### src/hw/backlight_level_current_pkg.sv
// Overview of operation
// Office max code in bits 6:0.
// Office dim code in bits 6:0.
// Dark max code in bits 6:0.
// Dark dim code in bits 6:0.
// Dim flag selects level's dim code.
// Code zero is 0 mA, full is 30 mA.
// Sink fade law in bits 1:0.
// Law 00: linear DAC, even steps.
// Law 01: square DAC, even steps.
// Law 10: square DAC, first cubic profile.
// Law 11: square DAC, second cubic profile.
// Dim timeout expiry also selects dim code.
// Reserved bits read zero, writes ignored.
package backlight_level_current_pkg;

   localparam int unsigned ADDR_W = 8;
   localparam int unsigned DATA_W = 8;
   localparam int unsigned CODE_W = 7;
   localparam int unsigned UA_W   = 15;

   localparam logic [7:0] OFFICE_MAX_CURRENT_OFS = 8'h0B;
   localparam logic [7:0] OFFICE_DIM_CURRENT_OFS = 8'h0C;
   localparam logic [7:0] DARK_MAX_CURRENT_OFS   = 8'h0D;
   localparam logic [7:0] DARK_DIM_CURRENT_OFS   = 8'h0E;
   localparam logic [7:0] SINK_FADE_LAW_CTRL_OFS = 8'h0F;

   localparam int unsigned CODE_LSB = 0;
   localparam int unsigned CODE_MSB = 6;
   localparam int unsigned LAW_LSB  = 0;
   localparam int unsigned LAW_MSB  = 1;

   localparam logic [6:0] CODE_RESET = 7'h00;
   localparam logic [1:0] LAW_RESET  = 2'h0;

   localparam logic [1:0] LAW_LINEAR   = 2'h0;
   localparam logic [1:0] LAW_SQUARE   = 2'h1;
   localparam logic [1:0] LAW_CUBIC_A  = 2'h2;
   localparam logic [1:0] LAW_CUBIC_B  = 2'h3;

   localparam int unsigned FULL_SCALE_UA = 30000;
   localparam int unsigned CODE_MAX      = 127;

   localparam int unsigned CLK_MHZ       = 50;
   localparam int unsigned FADE_STEP_US  = 40;
   localparam int unsigned FADE_STEP_CYC = FADE_STEP_US * CLK_MHZ;

   // Integer truncation keeps code 0 at zero and code 127 at exactly full scale.
   function automatic logic [14:0] code_to_ua(input logic [6:0] code, input logic square);
      logic [31:0] num;
      num = square ? (32'(code) * 32'(code) * 32'(FULL_SCALE_UA)) / 32'(CODE_MAX * CODE_MAX)
                   : (32'(code) * 32'(FULL_SCALE_UA)) / 32'(CODE_MAX);
      return num[14:0];
   endfunction

   // Step dwell multiplier; the two cubic profiles dwell longer at opposite ends.
   function automatic logic [2:0] step_weight(input logic [1:0] law, input logic [6:0] code);
      logic [2:0] w;
      w = 3'h1;
      if (law == LAW_CUBIC_A) begin
         w = 3'(code[6:5]) + 3'h1;
      end else if (law == LAW_CUBIC_B) begin
         w = 3'h4 - 3'(code[6:5]);
      end
      return w;
   endfunction

endpackage

### src/hw/sink_dac_if.sv
`timescale 1ns/1ps
`default_nettype none
interface sink_dac_if;
   logic [6:0]  targetCode;
   logic [1:0]  fadeLaw;
   logic [6:0]  dacCode;
   logic [14:0] dacUa;
   logic        settled;
   modport owner   (output targetCode, output fadeLaw, input dacCode, input dacUa, input settled);
   modport stepper (input targetCode, input fadeLaw, output dacCode, output dacUa, output settled);
endinterface
`default_nettype wire

### src/hw/sink_fade_stepper.sv
`timescale 1ns/1ps
`default_nettype none
module sink_fade_stepper
   import backlight_level_current_pkg::*;
#(
   parameter int unsigned STEP_CYCLES = FADE_STEP_CYC
) (
   input  wire logic    clk,
   input  wire logic    resetn,
   sink_dac_if.stepper  dac
);

   // The tick counter is 16 bits wide, so longer dwell times cannot be counted.
   if (STEP_CYCLES < 1 || STEP_CYCLES > 65535) begin : g_badStep
      $error("STEP_CYCLES out of range");
   end

   typedef enum logic {IDLE, FADE} fade_e;

   fade_e       state_q;
   logic [6:0]  code_q;
   logic [15:0] tick_q;
   logic [2:0]  weight_q;
   logic [14:0] ua_q;

   wire logic        atTarget = (code_q == dac.targetCode);
   wire logic        tickDone = (tick_q == 16'(STEP_CYCLES - 1));
   wire logic        stepNow  = tickDone && (weight_q <= 3'h1);
   wire logic [6:0]  nextCode = (code_q < dac.targetCode) ? code_q + 7'h01 : code_q - 7'h01;
   wire logic        squareDac = (dac.fadeLaw != LAW_LINEAR);

   always_ff @(posedge clk or negedge resetn) begin
      if (!resetn) begin
         state_q  <= IDLE;
         code_q   <= CODE_RESET;
         tick_q   <= 16'h0000;
         weight_q <= 3'h1;
      end else begin
         unique case (state_q)
            IDLE: begin
               tick_q <= 16'h0000;
               if (!atTarget) begin
                  state_q  <= FADE;
                  weight_q <= step_weight(dac.fadeLaw, code_q);
               end
            end
            FADE: begin
               tick_q <= tickDone ? 16'h0000 : tick_q + 16'h0001;
               if (atTarget) begin
                  state_q <= IDLE;
               end else if (stepNow) begin
                  code_q   <= nextCode;
                  weight_q <= step_weight(dac.fadeLaw, nextCode);
               end else if (tickDone) begin
                  weight_q <= weight_q - 3'h1;
               end
            end
         endcase
      end
   end

   always_ff @(posedge clk or negedge resetn) begin
      if (!resetn) begin
         ua_q <= 15'h0000;
      end else begin
         ua_q <= code_to_ua(code_q, squareDac);
      end
   end

   assign dac.dacCode = code_q;
   assign dac.dacUa   = ua_q;
   assign dac.settled = atTarget && (state_q == IDLE);

endmodule
`default_nettype wire

### src/hw/backlight_level_current_regs.sv
`timescale 1ns/1ps
`default_nettype none
module backlight_level_current_regs
   import backlight_level_current_pkg::*;
#(
   parameter int unsigned STEP_CYCLES = FADE_STEP_CYC
) (
   input  wire logic        clk,
   input  wire logic        resetn,
   input  wire logic [7:0]  regAddr,
   input  wire logic [7:0]  regWrData,
   input  wire logic        regWrEn,
   input  wire logic        regRdEn,
   output var  logic [7:0]  regRdData,
   output var  logic        regRdValid,
   input  wire logic        ambientDark,
   input  wire logic        dimEnable,
   input  wire logic        dimTimeout,
   input  wire logic        backlightSquare,
   input  wire logic [6:0]  sinkTargetCode,
   output var  logic [6:0]  backlightCode,
   output var  logic [14:0] backlightUa,
   output var  logic        backlightDimmed,
   output var  logic [6:0]  sinkCode,
   output var  logic [14:0] sinkUa,
   output var  logic        sinkSettled
);

   logic [6:0] officeMaxCode_q;
   logic [6:0] officeDimCode_q;
   logic [6:0] darkMaxCode_q;
   logic [6:0] darkDimCode_q;
   logic [1:0] sinkFadeLaw_q;

   wire logic hitOfficeMax = (regAddr == OFFICE_MAX_CURRENT_OFS);
   wire logic hitOfficeDim = (regAddr == OFFICE_DIM_CURRENT_OFS);
   wire logic hitDarkMax   = (regAddr == DARK_MAX_CURRENT_OFS);
   wire logic hitDarkDim   = (regAddr == DARK_DIM_CURRENT_OFS);
   wire logic hitSinkLaw   = (regAddr == SINK_FADE_LAW_CTRL_OFS);

   // Only the code and law fields are stored, so reserved bits cannot hold state.
   always_ff @(posedge clk or negedge resetn) begin
      if (!resetn) begin
         officeMaxCode_q <= CODE_RESET;
         officeDimCode_q <= CODE_RESET;
         darkMaxCode_q   <= CODE_RESET;
         darkDimCode_q   <= CODE_RESET;
         sinkFadeLaw_q   <= LAW_RESET;
      end else if (regWrEn) begin
         if (hitOfficeMax) begin
            officeMaxCode_q <= regWrData[CODE_MSB:CODE_LSB];
         end
         if (hitOfficeDim) begin
            officeDimCode_q <= regWrData[CODE_MSB:CODE_LSB];
         end
         if (hitDarkMax) begin
            darkMaxCode_q <= regWrData[CODE_MSB:CODE_LSB];
         end
         if (hitDarkDim) begin
            darkDimCode_q <= regWrData[CODE_MSB:CODE_LSB];
         end
         if (hitSinkLaw) begin
            sinkFadeLaw_q <= regWrData[LAW_MSB:LAW_LSB];
         end
      end
   end

   wire logic [7:0] rdMux =
      hitOfficeMax ? {1'b0, officeMaxCode_q} :
      hitOfficeDim ? {1'b0, officeDimCode_q} :
      hitDarkMax   ? {1'b0, darkMaxCode_q}   :
      hitDarkDim   ? {1'b0, darkDimCode_q}   :
      hitSinkLaw   ? {6'h00, sinkFadeLaw_q}  :
      8'h00;

   always_ff @(posedge clk or negedge resetn) begin
      if (!resetn) begin
         regRdData  <= 8'h00;
         regRdValid <= 1'b0;
      end else begin
         regRdValid <= regRdEn;
         if (regRdEn) begin
            regRdData <= rdMux;
         end
      end
   end

   // A timeout dims the panel even when software never asked for it.
   wire logic       dimActive = dimEnable || dimTimeout;
   wire logic [6:0] maxSel    = ambientDark ? darkMaxCode_q : officeMaxCode_q;
   wire logic [6:0] dimSel    = ambientDark ? darkDimCode_q : officeDimCode_q;
   wire logic [6:0] blSel     = dimActive ? dimSel : maxSel;

   always_ff @(posedge clk or negedge resetn) begin
      if (!resetn) begin
         backlightCode   <= CODE_RESET;
         backlightUa     <= 15'h0000;
         backlightDimmed <= 1'b0;
      end else begin
         backlightCode   <= blSel;
         backlightUa     <= code_to_ua(blSel, backlightSquare);
         backlightDimmed <= dimActive;
      end
   end

   sink_dac_if sinkDac ();

   assign sinkDac.targetCode = sinkTargetCode;
   assign sinkDac.fadeLaw    = sinkFadeLaw_q;

   sink_fade_stepper #(
      .STEP_CYCLES (STEP_CYCLES)
   ) u_stepper (
      .clk    (clk),
      .resetn (resetn),
      .dac    (sinkDac.stepper)
   );

   always_ff @(posedge clk or negedge resetn) begin
      if (!resetn) begin
         sinkCode    <= CODE_RESET;
         sinkUa      <= 15'h0000;
         sinkSettled <= 1'b1;
      end else begin
         sinkCode    <= sinkDac.dacCode;
         sinkUa      <= sinkDac.dacUa;
         sinkSettled <= sinkDac.settled;
      end
   end

endmodule
`default_nettype wire

### config.mk
export PLATFORM = sky130hd
export DESIGN_NAME = backlight_level_current_regs
export DESIGN_NICKNAME = d
export VERILOG_FILES = /design/src/hw/backlight_level_current_pkg.sv /design/src/hw/sink_dac_if.sv /design/src/hw/sink_fade_stepper.sv /design/src/hw/backlight_level_current_regs.sv
export SDC_FILE = /design/constraint.sdc
export NUM_CORES = 1
export LEC_CHECK = 0
export BUFFER_PORTS_ARGS = -buffer_cell sky130_fd_sc_hd__buf_2
export CAP_MARGIN = 20
export CORE_ASPECT_RATIO = 0.9
export CORE_MARGIN = 2
export CORE_UTILIZATION = 45
export CTS_BUF_LIST = sky130_fd_sc_hd__clkbuf_8
export CTS_CLUSTER_DIAMETER = 150
export DETAILED_ROUTE_END_ITERATION = 12
export PLACE_DENSITY = 0.64
export RECOVER_POWER = 25
export SYNTH_ARGS = -nofsm -noshare
export SYNTH_HDL_FRONTEND = slang
export SYNTH_HIERARCHICAL = 1
export SYNTH_SLANG_ARGS = --single-unit
### constraint.sdc
create_clock -name clk -period 67.3 [get_ports clk]
set_input_delay 10.095 -clock clk [delete_from_list [all_inputs] [get_ports clk]]
set_output_delay 10.095 -clock clk [all_outputs]
set_load 0.1 [all_outputs]
* After elaboration in Yosys (flattened, before gate mapping)
Cells that the tools add are included.
** Word-level totals
- RAM bits :: 0
- Latch bits :: 0
- Bits in read-only memories :: 0
- Memories kept :: 0
- Output and inout bits :: 55
- Flip-flop bits (word level) :: 127
- Input port bits :: 31
** Operators by class
- Divide/modulo/power cells :: 4
- Shift-type cells :: 0
- Equal/unequal tests :: 12
- Mux-type cells :: 23
- Reduce and logical (&&, ||, !) cells :: 11
- Order comparisons :: 2
- $add $sub $neg :: 8
- Multiply operators :: 6
- Bitwise logic cells :: 2
** Operator list (count)
- divider 22 x 7 -> 32 bit, second input constant :: 2
- divider 29 x 14 -> 32 bit, second input constant :: 2
- 2-to-1 mux 7 bit :: 8
- multiplier 14 x 11 -> 25 bit, second input constant :: 2
- == test 8 x 4 -> 1 bit, second input constant :: 5
- multiplier 7 x 11 -> 18 bit, second input constant :: 2
- one-hot mux 16 bit (2 select lines) :: 1
- 2-to-1 mux 15 bit :: 2
- multiplier 7 x 7 -> 14 bit :: 2
- 2-to-1 mux 3 bit :: 8
- adder 16 x 1 -> 16 bit, second input constant :: 1
- == test 16 x 11 -> 1 bit, second input constant :: 1
- 2-to-1 mux 16 bit :: 1
- AND reduction 2 bit :: 5
- adder 7 x 1 -> 7 bit, second input constant :: 1
- == test 7 bit :: 1
- < comparator 7 bit :: 1
- subtractor 7 x 1 -> 7 bit, second input constant :: 1
- adder 2 x 1 -> 3 bit, second input constant :: 2
- one-hot mux 3 bit (2 select lines) :: 1
- AND reduction 3 bit :: 2
- subtractor 3 x 2 -> 3 bit, first input constant :: 2
- == test 2 bit, second input constant :: 2
- != test 2 bit, second input constant :: 2
- other kinds (9) :: 11

* Depth between registers and ports, before layout
- Depth in word-level cells :: 8
- Gate-level depth with buffers :: 115
- Mapped depth without buffers :: 98

* Modules after synthesis
Netlist, hierarchy kept.
** By module, submodules not included
- backlight_level_current_regs :: instances 1, cells an instance 3103, area each 23431.2 sq um
- sink_fade_stepper :: instances 1, cells an instance 2663, area each 19807.7 sq um

* Worst setup path before layout
OpenSTA, ideal clock, no wires.
- Path kind :: input-to-reg
- Start point :: in ambientDark
- End point :: reg backlightUa[0]
- Path slack :: 31.753 ns
- Cell stages on the path :: 105
- Data arrival time :: 35.425 ns
- Cell sequence :: clkbuf_1 -> mux4_2 -> clkbuf_1 -> clkbuf_1 -> nand2_1 -> xor2_1 -> ha_1 -> inv_1 -> fa_1 -> inv_1 -> fa_1 -> inv_1 -> fa_1 -> inv_1 -> ha_1 -> a21oi_1 -> o21bai_1 -> a21oi_1 -> [69 not listed] -> or3b_4 -> o311ai_4 -> buf_2 -> buf_1 -> inv_1 -> ha_1 -> nor4_1 -> a2111oi_4 -> a211oi_4 -> buf_2 -> ha_1 -> nor2_1 -> nand2_1 -> a2111oi_4 -> o21ai_2 -> a31oi_1 -> o221ai_1 -> a32o_1
** On the way
- Word-level cells in the longest chain between the ends :: 6
- Elaborated cells on any way between the ends :: 9
** Ends and longest elaborated chain
- from (decl) :: RTL line backlight_level_current_regs.sv:16 : input wire logic ambientDark,
- 2-to-1 mux 7 bit (on tied branches) :: RTL line backlight_level_current_regs.sv:90, backlight_level_current_regs.sv:91
- 2-to-1 mux 7 bit * :: RTL line backlight_level_current_regs.sv:92 : wire logic [6:0] blSel = dimActive ? dimSel : maxSel;
- named net blSel[0] :: RTL line backlight_level_current_regs.sv:92
- multiplier 7 x 7 -> 14 bit :: RTL line backlight_level_current_pkg.sv:51 : num = square ? (32'(code) * 32'(code) * 32'(FULL_SCALE_UA)) / 32'(CODE_MAX * CODE_MAX)
- multiplier 14 x 11 -> 25 bit :: RTL line backlight_level_current_pkg.sv:51
- divider 29 x 14 -> 32 bit :: RTL line backlight_level_current_pkg.sv:51
- 2-to-1 mux 15 bit * :: RTL line backlight_level_current_pkg.sv:51
- to (signal assigned) :: RTL line backlight_level_current_regs.sv:101 : backlightUa <= code_to_ua(blSel, backlightSquare);
- to (decl) :: RTL line backlight_level_current_regs.sv:22 : output var logic [14:0] backlightUa,
The timed path passes the listed nets; every way through them passes the cells marked *.
A chain may end at the register's enable or synchronous reset.

* Worst setup path in the final report
- Start point :: in dimTimeout
- End point :: reg backlightUa[0]
** On the way
- Word-level cells in the longest chain between the ends :: 6
- Elaborated cells on any way between the ends :: 8
** Ends and longest elaborated chain
- from (decl) :: RTL line backlight_level_current_regs.sv:18 : input wire logic dimTimeout,
- logical OR 1 bit * :: RTL line backlight_level_current_regs.sv:89 : wire logic dimActive = dimEnable || dimTimeout;
- 2-to-1 mux 7 bit * :: RTL line backlight_level_current_regs.sv:92
- multiplier 7 x 7 -> 14 bit :: RTL line backlight_level_current_pkg.sv:51
- multiplier 14 x 11 -> 25 bit :: RTL line backlight_level_current_pkg.sv:51
- divider 29 x 14 -> 32 bit :: RTL line backlight_level_current_pkg.sv:51
- 2-to-1 mux 15 bit * :: RTL line backlight_level_current_pkg.sv:51
Every way passes the cells marked *; elsewhere a longest branch is shown, timed or not.

==> flow_summary.json <==
{
  "route.detailed.drc": 0,
  "synth_area_per_cell_um2": 7.50,
  "rows": 107,
  "gp_congestion": 0.955,
  "clk_path_buf_depth": 2,
  "dr.first_iter.drc_count": 4283,
  "synthSimpleGateAreaFrac": 0.268,
  "cp.required_ns": 67.77,
  "grt_max_degree": 71,
  "core-area_um2": 94900,
  "rr_startpoint": "u_stepper/dac.dacCode[0]$_DFFE_PN0P_",
  "crit_path_end_kind": "flip-flop",
  "worstReg2RegEnd": "u_stepper/dac.dacUa[0]$_DFF_PN0_",
  "fin_nets": 6229,
  "start_util": 0.456,
  "rsz0062_at_grt": "false",
  "cts_setup_buffers": 0,
  "path_clk_slew_ns": 0.08,
  "viasPerCell": 6.40,
  "yosysSeqAreaShare": 0.0730,
  "ys.flop_type": "dfrtp_1",
  "comb_power_share": 0.877,
  "tns_ns": 0,
  "critPathMaxStageDelay_ns": 0.90,
  "synthCells": 5766,
  "antenna_found_initial": 1,
  "clock_skew_ns": 0.0394,
  "area_growth_pct": 4.20,
  "violations": "max-capacitance violations, max-slew violations",
  "numCtsBuffers": 17,
  "fp.dieArea_um2": 98600,
  "clockPowerShare": 0.055,
  "max_freq_mhz": 24.3,
  "worstPathMaxFanout": 28,
  "layout-drive-gt1-share": 0.102,
  "status": "complete, but fails checks",
  "slew_headroom": -1.95,
  "cts_resized": 0,
  "synthArstFlopShare": 1.00,
  "synth_area_leader_cell": "ha_1",
  "synth.area.top_cells": "ha_1 (10%), dfrtp_1 (7.2%), fa_1 (6.2%)",
  "min_from": "u_stepper/dac.dacUa[8]$_DFF_PN0_",
  "cpMostUsedCell": "ha_1",
  "finalHoldViolCount": 0,
  "rr_worst_depth": 96,
  "syn_nets": 6274,
  "ir_drop_mv": 0.0362,
  "htreeDepth": 4,
  "final_common_cell": "nor2_1",
  "die_w_um": 331,
  "clkLatencyLatePin_ns": 0.61,
  "dr.pass1.iters": 6,
  "r2r_setup_slack_ns": 35.11,
  "portBuffers": 83,
  "crit_arrival_ns": 41.63,
  "cap_violations": 2,
  "track_usage": 0.267,
  "swShare": 0.616,
  "drtAntennaViolNets": 0,
  "synth_top_area_frac": 0.0995,
  "clockRootBuffer": "clkbuf_8",
  "power_density_nw_per_um2": 29.0,
  "vias": 44800,
  "internal_power_uw": 502,
  "setup_viol": 0,
  "io_pins": 86,
  "min_path_type": "flip-flop to flip-flop",
  "cp-startpoint": "dimTimeout",
  "cts_tree": "built",
  "synth_cell_type_count": 169,
  "synth_xor_area_frac": 0.0862,
  "ys_ff_latch": 126,
  "start_kind": "input pin",
  "synth_top_family_by_area": "compound AO/OA/AOI/OAI gates",
  "synth_compound_area_frac": 0.312,
  "cts.sinks": 126,
  "cts_hold_buf": 0,
  "synth_edf_count": 0,
  "critPathSlowestCell": "nor4_1",
  "period_share": 0.612,
  "path_class": "input pin to flip-flop",
  "holdPathEnd": "sinkUa[8]$_DFF_PN0_",
  "synth_area_um2": 43200,
  "layout_common_cells": "nor2_1 (513), nand2_1 (492), inv_1 (390), ha_1 (344), a21oi_1 (316)",
  "die-height_um": 298,
  "p_leak_nw": 19.1,
  "tightest_slew_ns": 4.42,
  "grt_pass1_vias": 41300,
  "slew_viol_final": 101,
  "seq_power_share": 0.068,
  "hold_depth": 0,
  "switching_power_uw": 804,
  "holdWs_ns": 0.351,
  "grt_pass1_wl_mm": 220,
  "grt-ovfl-total": 0,
  "period_needed_ns": 41.16,
  "wire_per_inst_um": 19.2,
  "ys_warn_count": 6,
  "synth_fa_ha_area_frac": 0.163,
  "wl_mm": 134,
  "synth_mux_area_frac": 0.0410,
  "dp_hpwl_mm": 109
}
==> worst max-delay path: cells and delay by family <==
kind,cells,cell delay [ns]
and+or+nand+nor,28,9.91
buffers and inverters,12,1.60
muxes,3,1.12
AOI/OAI and AO/OA,32,11.17
adders and majority gates,15,5.82
xor gates and xnor gates,4,1.86
==> Yosys cell counts, drive strengths merged, types with 69 or more instances <==
cell type,count
o21ai,295
nand3,213
nand2,494
ha,344
inv,397
a211oi,111
mux2i,69
fa,133
nand4,88
nor4,70
and2,97
and3,111
mux2,78
a31oi,101
nor3,192
o211ai,98
nor2,521
clkbuf,111
a21oi,332
xnor2,256
dfrtp,124
a21o,100
xor2,156
or2,74
buf,89
==> per-layer routing <==
layer / routed length, um / GRT usage / vias up
li1: - / - / 21600
met1: 64000 / 0.395 / 21300
met2: 57800 / 0.408 / 1658
met3: 9280 / 0.0295 / 164
met4: 2990 / 0.0719 / 0
met5: 0 / 0 / -
==> final cells by class <==
class,instances,area [um2]
Fill cell,9490,49900
Multi-Input combinational cell,5042,37700
Sequential cell,126,3160
Tap cell,1253,1570
Inverter,398,1490
Timing Repair Buffer,136,802
Clock buffer,17,234
Clock inverter,15,138
Antenna cell,1,2.50
==> how the worst max path moves through the flow <==
stage,endpoint,cells after the start
global placement,backlightUa[0]$_DFF_PN0_,94
finish,backlightUa[0]$_DFF_PN0_,94
detailed placement,backlightUa[0]$_DFF_PN0_,95
floorplan,backlightUa[0]$_DFF_PN0_,105
CTS,backlightUa[0]$_DFF_PN0_,94
global route,backlightUa[0]$_DFF_PN0_,93
==> through the flow <==
| step | total power [mW] | util | cell area, um2 | cells | worst slack (ns) |
|---|---|---|---|---|---|
| 4_1_cts | 1.28 | 0.474 | 45000 | 6982 | 26.86 |
| 3_5_place_dp | 1.20 | 0.471 | 44700 | 6950 | 26.26 |
| 6_report | 1.31 | 0.475 | 45100 | 6988 | 26.14 |
| 2_1_floorplan | 0.978 | - | 43200 | 5766 | 31.75 |
| 5_1_grt | 1.42 | 0.475 | 45100 | 6988 | 24.08 |
| 3_3_place_gp | 1.19 | 0.470 | 44600 | 6948 | 26.49 |
==> power by group through the flow <==
stage,Sequential (mW),Clock (mW),Combinational (mW)
2_1_floorplan,0.114,0,0.863
3_3_place_gp,0.0906,0,1.10
3_5_place_dp,0.0909,0,1.11
4_1_cts,0.0895,0.0756,1.12
5_1_grt,0.0902,0.0776,1.26
6_report,0.0891,0.0718,1.14
==> kinds of logic (layout without fill, tap and decap cells) <==
kind of cell               Yosys count  count (layout)
DFF                                126             126
other                                1               2
muxes                              156             156
xor gates and xnor gates           414             414
buffers and inverters              598             566
and+or+nand+nor                   2209            2209
AOI/OAI and AO/OA                 1776            1776
adders and majority gates          486             486
==> sequential cells by signal, summed over array words and instances (netlist names), 15 cells and up <==
signal / flops
sinkUa: 15
u_stepper/dac.dacUa: 15
backlightUa: 15
u_stepper/tick_q: 16
Power figures use the tool's default switching activity.
